--- src/pkg/rsp_pkg.sv ---
// Purpose: Shared constants for the serial register port and its host.
// Assumes: Byte-wide registers, 7-bit register pointer, 256-byte memory.
// Notes:   Timing constants are in ns with mclk at 100 MHz; HALF_CYC gives mclk cycles.
package rsp_pkg;
  localparam logic [6:0] REG_TEMP_CTRL   = 7'h13; // Conversion control
  localparam logic [6:0] REG_SRAM_PTR    = 7'h18; // Memory pointer
  localparam logic [6:0] REG_SRAM_DATA   = 7'h19; // Memory data window
  localparam logic [6:0] REG_WRAP_TOP    = 7'h13; // Last register in wrap
  localparam logic [6:0] REG_WRAP_BASE   = 7'h00; // Wrap target
  localparam int         INHIBIT_BIT     = 0;     // Inhibit bit position
  localparam int         DIR_BIT         = 7;     // Address byte direction
  localparam logic [7:0] TEMP_CTRL_RESET = 8'h00; // Control reset value
  localparam logic [7:0] SRAM_PTR_LAST   = 8'hff; // Pointer before wrap
  // Host-side register map of its own command port
  localparam logic [1:0] HOST_CMD        = 2'h0;  // Write: bit 0 low opens frame, high ends
  localparam logic [1:0] HOST_TXD        = 2'h1;  // Write: next data byte
  localparam logic [1:0] HOST_STAT       = 2'h2;  // Read: status
  localparam logic [1:0] HOST_RXD        = 2'h3;  // Read: last byte in
  localparam int         HALF_NS         = 80;    // Shift clock half period
  localparam int         CLK_NS          = 10;    // mclk period
  localparam int         HALF_CYC        = HALF_NS / CLK_NS;
endpackage : rsp_pkg

--- src/pkg/rsp_if.sv ---
// Purpose: Four-wire serial link between the host and the register port.
// Assumes: Output data line is three signals; bench resolves the wire.
// Notes:   miso_oe high while the device drives the line.
`timescale 1ns/1ps
interface rsp_if;
  logic cs_b;     // Chip select, active low
  logic sclk;     // Shift clock from host
  logic mosi;     // Serial data into device
  logic miso_o;   // Device output data
  logic miso_oe;  // Device output enable
  logic miso_i;   // Resolved line seen by host
  modport dev  (input cs_b, sclk, mosi, miso_i, output miso_o, miso_oe);
  modport host (output cs_b, sclk, mosi, input miso_i, miso_o, miso_oe);
endinterface : rsp_if

--- src/rtl/rsp_device.sv ---
// Purpose: Serial slave register port with a 256-byte memory window.
// Assumes: Mode 3 (clock idles high); pins synchronised to mclk.
// Notes:   Time, alarms and converter are outside; ports carry their hooks.
// Behaviour
// - Inhibit bit blocks conversions on backup supply
// - Memory pointer selects one of 256 bytes
// - Host loads memory pointer before window access
// - Memory pointer wraps from ffh to 00h
// - Window read and write use pointer location
// - Window burst keeps register pointer, bumps memory pointer
// - Four wires; chip select low frames transfer
// - Host clocks once per bit, eight-bit groups
// - Bytes travel most significant bit first
// - First byte addresses; top bit picks direction
// - Write samples input; output stays undriven
// - Read shifts output; input line ignored
// - Output undriven until full read byte ready
// - Register pointer advances each byte in burst, except at the memory data window
// - Pointer wraps 13h to 00h, 93h to 80h
// - Time copied at select fall and read wrap
// - Alarm matching uses internal time, not copy
// - Memory pointer and data need no reset
`timescale 1ns/1ps
module rsp_device (
  input  wire logic       mclk,
  input  wire logic       rst_b,
  rsp_if.dev              link,
  input  wire logic       on_backup,   // Running from backup supply
  input  wire logic       conv_due,    // Converter timer asks to convert
  output logic            conv_start,  // Start automatic conversion
  output logic            time_snap,   // Copy internal time to buffers
  output logic [6:0]      ext_addr,    // Pointer for other registers
  input  wire logic [7:0] ext_rdata,   // Data of other registers
  input  wire logic       ext_valid,   // Other register is implemented
  output logic            ext_we,      // Write strobe for other regs
  output logic [7:0]      ext_wdata    // Write data for other regs
);
  typedef enum {IDLE, ADDR, WR, RD} rsp_st_e;
  typedef struct packed {
    logic [2:0] cs_s;     // Select synchroniser and last value
    logic [2:0] ck_s;     // Clock synchroniser and last value
    logic [1:0] di_s;     // Data synchroniser
    rsp_st_e    st;       // Transfer phase
    logic [6:0] ptr;      // Register pointer
    logic [2:0] bitn;     // Bit count in byte
    logic [7:0] sh;       // Shift register
    logic       oe;       // Output enable
    logic       dout;     // Output bit
    logic [7:0] tctl;     // Conversion control
    logic       snap;     // Time copy pulse
    logic       we;       // External write pulse
    logic [7:0] wd;       // External write data
  } rsp_dev_s;
  rsp_dev_s r, next_r;
  logic [7:0] mem [256];  // Memory array, no reset
  logic [7:0] sram_ptr;   // Memory pointer, no reset
  logic       mem_we;     // Memory write strobe
  logic       ptr_we;     // Pointer load strobe
  logic       ptr_inc;    // Pointer increment strobe
  logic [7:0] rbyte;      // Byte chosen for reading
  logic       rvalid;     // Chosen location is implemented
  logic       fall, rise; // Clock edges seen on synced clock
  logic       cs_fall;    // Select just went low

  assign fall    = r.ck_s[2] & ~r.ck_s[1];
  assign rise    = ~r.ck_s[2] & r.ck_s[1];
  assign cs_fall = r.cs_s[2] & ~r.cs_s[1];

  // Read multiplexer over implemented locations
  always_comb begin
    rvalid = 1'b1;
    case (r.ptr)
      rsp_pkg::REG_TEMP_CTRL: rbyte = r.tctl;
      rsp_pkg::REG_SRAM_PTR:  rbyte = sram_ptr;
      rsp_pkg::REG_SRAM_DATA: rbyte = mem[sram_ptr];
      default: begin
        rbyte  = ext_rdata;
        rvalid = ext_valid;
      end
    endcase
  end

  // Pointer advance with the same wrap for both directions; window location holds
  function automatic logic [6:0] adv(input logic [6:0] p);
    if (p == rsp_pkg::REG_SRAM_DATA)
      adv = p;
    else if (p == rsp_pkg::REG_WRAP_TOP)
      adv = rsp_pkg::REG_WRAP_BASE;
    else
      adv = 7'(p + 7'h01);
  endfunction : adv

  // Next-state logic
  always_comb begin
    next_r      = r;
    next_r.cs_s = {r.cs_s[1:0], link.cs_b};
    next_r.ck_s = {r.ck_s[1:0], link.sclk};
    next_r.di_s = {r.di_s[0], link.mosi};
    next_r.snap = 1'b0;
    next_r.we   = 1'b0;
    mem_we      = 1'b0;
    ptr_we      = 1'b0;
    ptr_inc     = 1'b0;
    // Advance past an outside register once its write has been issued
    if (r.we)
      next_r.ptr = adv(r.ptr);
    if (r.cs_s[1]) begin
      next_r.st = IDLE;
      next_r.oe = 1'b0;
    end else if (cs_fall) begin
      next_r.st   = ADDR;
      next_r.bitn = 3'h0;
      next_r.snap = 1'b1;
    end else if (r.st == RD) begin
      // Shift on falling edge, input ignored
      if (fall) begin
        next_r.oe   = rvalid;
        next_r.dout = r.sh[7];
        next_r.sh   = {r.sh[6:0], 1'b0};
        next_r.bitn = 3'(r.bitn + 3'h1);
        if (r.bitn == 3'h7) begin
          next_r.ptr = adv(r.ptr);
          if (r.ptr == rsp_pkg::REG_WRAP_TOP)
            next_r.snap = 1'b1;
          if (r.ptr == rsp_pkg::REG_SRAM_DATA)
            ptr_inc = 1'b1;
        end
      end
      if (!fall && r.bitn == 3'h0)
        next_r.sh = rbyte;                         // Hold byte to send
    end else if (r.st != IDLE && rise) begin
      // Sample input on rising edge
      next_r.sh   = {r.sh[6:0], r.di_s[1]};
      next_r.bitn = 3'(r.bitn + 3'h1);
      if (r.bitn == 3'h7) begin
        if (r.st == ADDR) begin
          next_r.ptr = next_r.sh[6:0];
          if (next_r.sh[rsp_pkg::DIR_BIT]) begin
            next_r.st = WR;
          end else begin
            next_r.st = RD;
            next_r.sh = 8'h00;                     // Loaded before fall
          end
        end else begin
          case (r.ptr)
            rsp_pkg::REG_TEMP_CTRL:
              next_r.tctl = {7'h00, next_r.sh[rsp_pkg::INHIBIT_BIT]};
            rsp_pkg::REG_SRAM_PTR:  ptr_we = 1'b1;
            rsp_pkg::REG_SRAM_DATA: begin
              mem_we  = 1'b1;
              ptr_inc = 1'b1;
            end
            default: begin
              next_r.we = 1'b1;
              next_r.wd = next_r.sh;
            end
          endcase
          if (!next_r.we)
            next_r.ptr = adv(r.ptr);
        end
      end
    end
    // Enable rises only at a read fall, so address bytes stay undriven
  end

  // State register
  always_ff @(posedge mclk or negedge rst_b) begin
    if (!rst_b) begin
      r      <= '0;
      r.cs_s <= 3'h7;
      r.ck_s <= 3'h7;
      r.st   <= IDLE;
      r.tctl <= rsp_pkg::TEMP_CTRL_RESET;
    end else begin
      r <= next_r;
    end
  end

  // Memory and its pointer; written pointer first, else increments
  always_ff @(posedge mclk) begin
    if (mem_we)
      mem[sram_ptr] <= next_r.sh;
    if (ptr_we)
      sram_ptr <= next_r.sh;
    else if (ptr_inc)
      sram_ptr <= 8'(sram_ptr + 8'h01);
  end

  assign link.miso_o  = r.dout;
  assign link.miso_oe = r.oe & (r.st == RD);
  // Conversions held off on backup when inhibited
  assign conv_start = conv_due & ~(on_backup & r.tctl[rsp_pkg::INHIBIT_BIT]);
  assign time_snap  = r.snap;    // Alarm logic watches internal time
  assign ext_addr   = r.ptr;
  assign ext_we     = r.we;
  assign ext_wdata  = r.wd;
endmodule : rsp_device

--- src/flat_wrapper.sv ---
// flat-port wrapper written by rule: the top's interface ports become plain ports
module rsp_device_flat 
  (mclk, rst_b, on_backup, conv_due, conv_start, time_snap, ext_addr, ext_rdata, ext_valid, ext_we, ext_wdata, link_cs_b, link_sclk, link_mosi, link_miso_i, link_miso_o, link_miso_oe);
  rsp_if link_i ();
  input  wire logic mclk;
  input  wire logic rst_b;
  input  wire logic on_backup;
  input  wire logic conv_due;
  output logic conv_start;
  output logic time_snap;
  output logic [6:0] ext_addr;
  input  wire logic [7:0] ext_rdata;
  input  wire logic ext_valid;
  output logic ext_we;
  output logic [7:0] ext_wdata;
  input wire logic [$bits(link_i.cs_b)-1:0] link_cs_b;
  input wire logic [$bits(link_i.sclk)-1:0] link_sclk;
  input wire logic [$bits(link_i.mosi)-1:0] link_mosi;
  input wire logic [$bits(link_i.miso_i)-1:0] link_miso_i;
  output wire logic [$bits(link_i.miso_o)-1:0] link_miso_o;
  output wire logic [$bits(link_i.miso_oe)-1:0] link_miso_oe;
  assign link_i.cs_b = link_cs_b;
  assign link_i.sclk = link_sclk;
  assign link_i.mosi = link_mosi;
  assign link_i.miso_i = link_miso_i;
  assign link_miso_o = link_i.miso_o;
  assign link_miso_oe = link_i.miso_oe;
  rsp_device u_core (.mclk(mclk), .rst_b(rst_b), .link(link_i), .on_backup(on_backup), .conv_due(conv_due), .conv_start(conv_start), .time_snap(time_snap), .ext_addr(ext_addr), .ext_rdata(ext_rdata), .ext_valid(ext_valid), .ext_we(ext_we), .ext_wdata(ext_wdata));
endmodule
--- config.mk ---
export PLATFORM = sky130hd
export DESIGN_NAME = rsp_device_flat
export DESIGN_NICKNAME = d
export VERILOG_FILES = /design/src/pkg/rsp_pkg.sv /design/src/pkg/rsp_if.sv /design/src/rtl/rsp_device.sv /design/src/flat_wrapper.sv
export SDC_FILE = /design/constraint.sdc
export NUM_CORES = 2
export LEC_CHECK = 0
export BUFFER_PORTS_ARGS = -buffer_cell sky130_fd_sc_hd__buf_2
export CAP_MARGIN = 20
export CORE_MARGIN = 8
export CORE_UTILIZATION = 40
export DETAILED_ROUTE_END_ITERATION = 12
export HOLD_SLACK_MARGIN = 0.06
export PLACE_DENSITY = 0.52
export SETUP_SLACK_MARGIN = 0.5
export SLEW_MARGIN = 5
export SYNTH_ARGS = -nofsm -noshare
export SYNTH_HDL_FRONTEND = slang
export SYNTH_SLANG_ARGS = --single-unit
--- constraint.sdc ---
create_clock -name mclk -period 27.4 [get_ports mclk]
set_input_delay 5.48 -clock mclk [delete_from_list [all_inputs] [get_ports mclk]]
set_output_delay 5.48 -clock mclk [all_outputs]
set_load 0.01 [all_outputs]
; ---- After elaboration in Yosys (flattened, before gate mapping)
; Memory sizes are Yosys's and may differ from the RTL's. A register that Yosys moved wholly into a read port is not among the register bits.
; Index checks and enable logic that the tools add are counted.
[word_totals]
ff_bits = 79
latchBits = 0
ramBits = 2048
mem_bits_ro = 0
in_bits = 17
out_inout_bits = 20
elab_cells = 134
memories = 1
[op_classes]
n_addsub = 3
multipliers = 0
div_mod_pow = 0
order_cmp = 0
n_eq_ne = 10
shifts = 0
muxes = 74
bitwise = 13
n_reduce_logical = 19
[memory_table]
columns = memory, depth, word_bits, rd, rd_clocked_by_memory_dff, write_ports, line_no
row1 = u_core.mem, 256, 8, 1, 1, 1, rsp_device.sv:55  ; logic [7:0] mem [256];
[op_table]
columns = cell, count
row1 = 2-to-1 mux 32 bit, 4
row2 = 2-to-1 mux 9 bit, 12
row3 = 2-to-1 mux 8 bit, 10
row4 = 2-to-1 mux 18 bit, 3
row5 = 2-to-1 mux 50 bit, 1
row6 = 2-to-1 mux 7 bit, 7
row7 = 2-to-1 mux 39 bit, 1
row8 = "== test 32 x 2 -> 1 bit, second input constant", 1
row9 = "== test 32 x 3 -> 1 bit, second input constant", 1
row10 = nonzero test 32 bit, 1
row11 = 2-to-1 mux 1 bit, 31
row12 = case mux 8 bit (3 select lines), 1
row13 = "== test 7 x 5 -> 1 bit, second input constant", 3
row14 = 2-to-1 mux 20 bit, 1
row15 = AND reduction 7 bit, 2
row16 = nonzero test 3 bit, 4
row17 = 2-to-1 mux 10 bit, 1
row18 = "adder 8 x 1 -> 8 bit, second input constant", 1
row19 = AND reduction 4 bit, 2
row20 = "adder 7 x 1 -> 7 bit, second input constant", 1
row21 = "!= test 7 x 5 -> 1 bit, second input constant", 1
row22 = NOT 1 bit, 7
row23 = bitwise AND 1 bit, 6
row24 = "!= test 3 x 1 -> 1 bit, second input constant", 2
row25 = 11 further kinds, 15

; ---- Depth between registers and ports, before layout
[depth]
word_depth = 18
mapped_depth = 13
ltp_nobuf = 10

; ---- Worst setup path before layout
; No wires, ideal clock.
[synth_path]
path_kind = flip-flop to flip-flop
startpoint = reg with a tool-made name
endpoint = mem u_core.mem[0][0] (data pin)
setup_time_ps = 2969
t_arrival_ps = 16101
required_time_ps = 24431
path_slack_ps = 8330
stages_incl_launch_ff = 13
n_path_buf = 5
synth_period_minus_slack_ps = 19070
path_cell_list = dfxtp_1 > buf_6 > buf_6 > buf_8 > buf_6 > buf_6 > mux2i_1 > o221ai_1 > a21oi_1 > o21ai_0 > nand4_1 > o311a_1 > o41ai_1
[synth_rtl]
columns = item, line_no
row1 = to (decl), rsp_device.sv:55

; ---- Worst setup path in the final report
[layout_path]
startpoint = in on_backup
endpoint = out conv_start
[layout_via]
elab_chain_cells = 3
[layout_rtl]
columns = item, line_no
row1 = from (decl), flat_wrapper.sv:7  ; input wire logic on_backup;
row2 = bitwise AND 1 bit, rsp_device.sv:192  ; assign conv_start = conv_due & ~(on_backup & r.tctl[rsp_pkg::INHIBIT_BIT]);
row3 = NOT 1 bit, rsp_device.sv:192
row4 = bitwise AND 1 bit, rsp_device.sv:192
row5 = to (decl), flat_wrapper.sv:9  ; output logic conv_start;
; Every way passes these cells.

==> summary.md <==
| Metric | Value |
|---|---|
| Cells resized by post-CTS repair | 0 |
| FF+latch area | around 63000 sq um |
| Yosys reg bits | 2105 |
| Ranking of synthesized cells by area | edfxtp_1 (74%), mux4_2 (12%), mux2i_1 (2.3%) |
| Largest net degree at the start of global routing | roughly 250 |
| Initial antenna violation count | 14 |
| Critical Path AT | 5.91 ns |
| Syn Inst Count | 4237 |
| Setup Skew | around 0.037 ns |
| Synth top area share | 0.740 |
| Port Buffer Count | 35 |
| Post-Syn Nets | roughly 4300 |
| Max clock buf depth | 3 |
| Setup_tns | 0 ns |
| Ports | 37 |
| Grt total ovfl | 0 |
| Kind of cell adding the most delay to the critical path | buffers and inverters |
| Postcts setup bufs | 0 |
| Worst path most repeated cell | buf_2 |
| CP Launch Type | input pin |
| First-pass GRT wire length | about 350000 um |
| Worst hold path type | reg2reg |
| H-tree depth | 4 |
| Vias per cell | ~6.0 |
| Mapped Area | 83400 sq um |
| Top post-synthesis cells by count | edfxtp_1 (2056), mux4_2 (441), nor2_1 (335), mux2i_1 (191), nand2_1 (145) |
| EDFF count, synth | ~2100 |
| Final ANT Viol Nets | 0 |
| Num CTS Buffers | about 210 |
| Starting Density | 0.402 |
| Cell variety after synth | 81 |
| Syn_area_per_cell | 19.7 sq um |
| Multi-input combinational cell area | roughly 19000 sq um |
| Final min period | between 10 and 15 ns |
| Slowest cell on the critical path | a21boi_0 |
| Clk sinks | 2105 |
| Hold Vio Cnt, Final | 0 |
| Worst slew pin tran | 1.32 ns |
| Async SR Flop Fraction | 0.0195 |
| Max-slew violations | 0 |
| Synth area leader | edfxtp_1 |
| Rel. slew slack | 0.120 |
| CP cell instances | buf_2 > a21boi_0 > buf_2 |
| Die area | roughly 220000 sq um |
| Fin crit share | 0.416 |
| PwrDens | 74.6 nW/um^2 |
| FMAX | between 80 and 90 MHz |
| CTS tree | yes |
| Drt drc | 0 |
| Status | completed |
| Primary FF master, synth | edfxtp_1 |
| CP endpoint kind | primary output |
| Final setup viols | 0 |
| Share of cells above drive strength 1 | 0.211 |
| Worst-skew pair later-pin latency | roughly 0.85 ns |
| Total power | approximately 7000 uW |
| RSZ-0062 raised after global routing | false |
| Global Route Usage Sum | 0.221 |
| Leakage | between 0.02 and 0.03 uW |
| Fillers | between 15000 and 20000 |
| Dpl hpwl | 153000 um |
| Clock-pin slew on the worst setup and hold paths | ~0.06 ns |
| Routed len/inst | roughly 35 um |
| Die X-Extent | roughly 470 um |
| Count leader, synth | edfxtp_1 |
| Clock root buffer | clkbuf_16 |
| CP Class | in2out |
| Via Count | roughly 44000 |
| Worst path buffer plus inverter count | 2 |
| Peak VDD IR | between 60 and 70 uV |
| Slowest cell delay on critical path | 0.17 ns |
| CTS Hold Buffers Added | 0 |
| Core Rows | 167 |
| Register area share after synthesis | 0.754 |
| First-pass iteration count of the detailed router | 5 |
| Core Region | ~210000 sq um |
| Final net count | ~4400 |
| Synth warn | 0 |
| Max-cap violations | 0 |
| Req. time, crit path | approximately 22 ns |
| Initial drt markers | around 5800 |
| Final Wtd Congestion | ~0.85 |
| Die Y | about 470 um |
| Final wirelength | 253000 um |
| Crit-path max FO | 1 |
| Synthesis-to-layout area growth | 11.9% |
| Vias in the first global route | 43067 |
-- worst register-to-register path: cells and delay by family, from the launching register on --
family | cells | cell delay (ns)
AOI/OAI and AO/OA | 2 | 1.53
buffers and inverters | 5 | 3.16
DFF | 1 | 0.77
muxes | 2 | 0.51
and+or+nand+nor | 2 | 0.85
-- metrics by stage --
stage	cell area [sq um]	std cells	setup WS [ns]	utilization	hold slack, ns
finish	93300	7307	16.01	0.450	0.360
global route	93300	7305	16.00	0.450	0.366
CTS	93200	7297	16.00	0.450	0.363
detailed placement	86700	6908	16.00	0.418	0.340
global placement	86700	6907	15.99	0.418	0.345
floorplan	83400	4237	8.33	-	0.331
-- cell families after synthesis --
kind of cell,after synthesis,synth area share
flops,2105,0.754
simple gates,689,0.0365
mux,668,0.148
compound gates,465,0.0393
buf+inv,286,0.0191
xor+xnor,14,0.00147
fa+ha+maj,10,0.00150
-- registers in the layout, summed over array words and instances, names as in the netlist, named ones only --
name and count:
u_core.mem 2048, u_core.r 18, u_core.ext_wdata 8, u_core.sram_ptr 8, u_core.ext_addr 7, u_core.next_r 5, u_core.ext_we 1, u_core.link.miso_o 1
u_core.time_snap 1
-- metal layers --
metal | vias to the layer above | share of wire | global-route usage
met3 | 408 | 0.089 | 0.0462
met4 | 2 | 0.036 | 0.0735
met5 | - | 0.000075 | 0
li1 | 17703 | - | -
met1 | 23801 | 0.42 | 0.320
met2 | 2126 | 0.45 | 0.337
-- cell usage in the layout, fill, tap and decap left out, drive strengths merged, types with 12 or more instances in the layout --
cell    synthesis  routed
mux4          446     446
mux2           31      31
o211ai         12      12
nor3           36      36
nor4           16      16
nand2b         17      17
and2           18      18
mux2i         191     191
o21ai          61      61
a21oi          67      67
nor2b          30      30
edfxtp       2056    2056
o221ai         25      25
nand2         145     145
clkinv          1      97
clkbuf        103     273
nand3          50      50
buf           165     158
a22o           14      14
a22oi          89      89
nor2          335     335
nand4          14      14
a31oi          36      36
a211oi         17      17
o22ai          36      36
dfrtp          35      35
inv            17      25
a221oi         18      18
-- cell type report --
cell class / count / share of cell area
Multi-Input combinational cell: 1846 / 0.204
Clock inverter: 117 / 0.00865
Tap cell: 2788 / 0.0374
Clock buffer: 272 / 0.0606
Sequential cell: 2105 / 0.674
Timing Repair Buffer: 159 / 0.0142
Antenna cell: 2 / 0.0000536
Inverter: 18 / 0.000751
-- where the power goes --
part           internal [uW]  total (uW)  leakage, uW  switching [uW]
Sequential              3820        3830       0.0190            10.8
Combinational           36.2         376      0.00705             339
Clock                   1530        2760      0.00315            1220
Total                   5390        6960       0.0292            1570
-- final timing paths --
kind	cells after the start	to	slack, ns	from
worst max-delay path	3	conv_start	16.01	on_backup
worst min-delay path	0	u_core.next_r[77]	0.36	u_core.next_r[76]
worst max register to register	11	u_core.mem[26][7]	20.22	register
worst min register to register	0	u_core.next_r[77]	0.36	u_core.next_r[76]
max in group asynchronous	1	u_core.ext_addr[3]	22.02	rst_b
min in group asynchronous	1	u_core.r[30]	4.79	rst_b
Power figures use the tool's default switching activity.
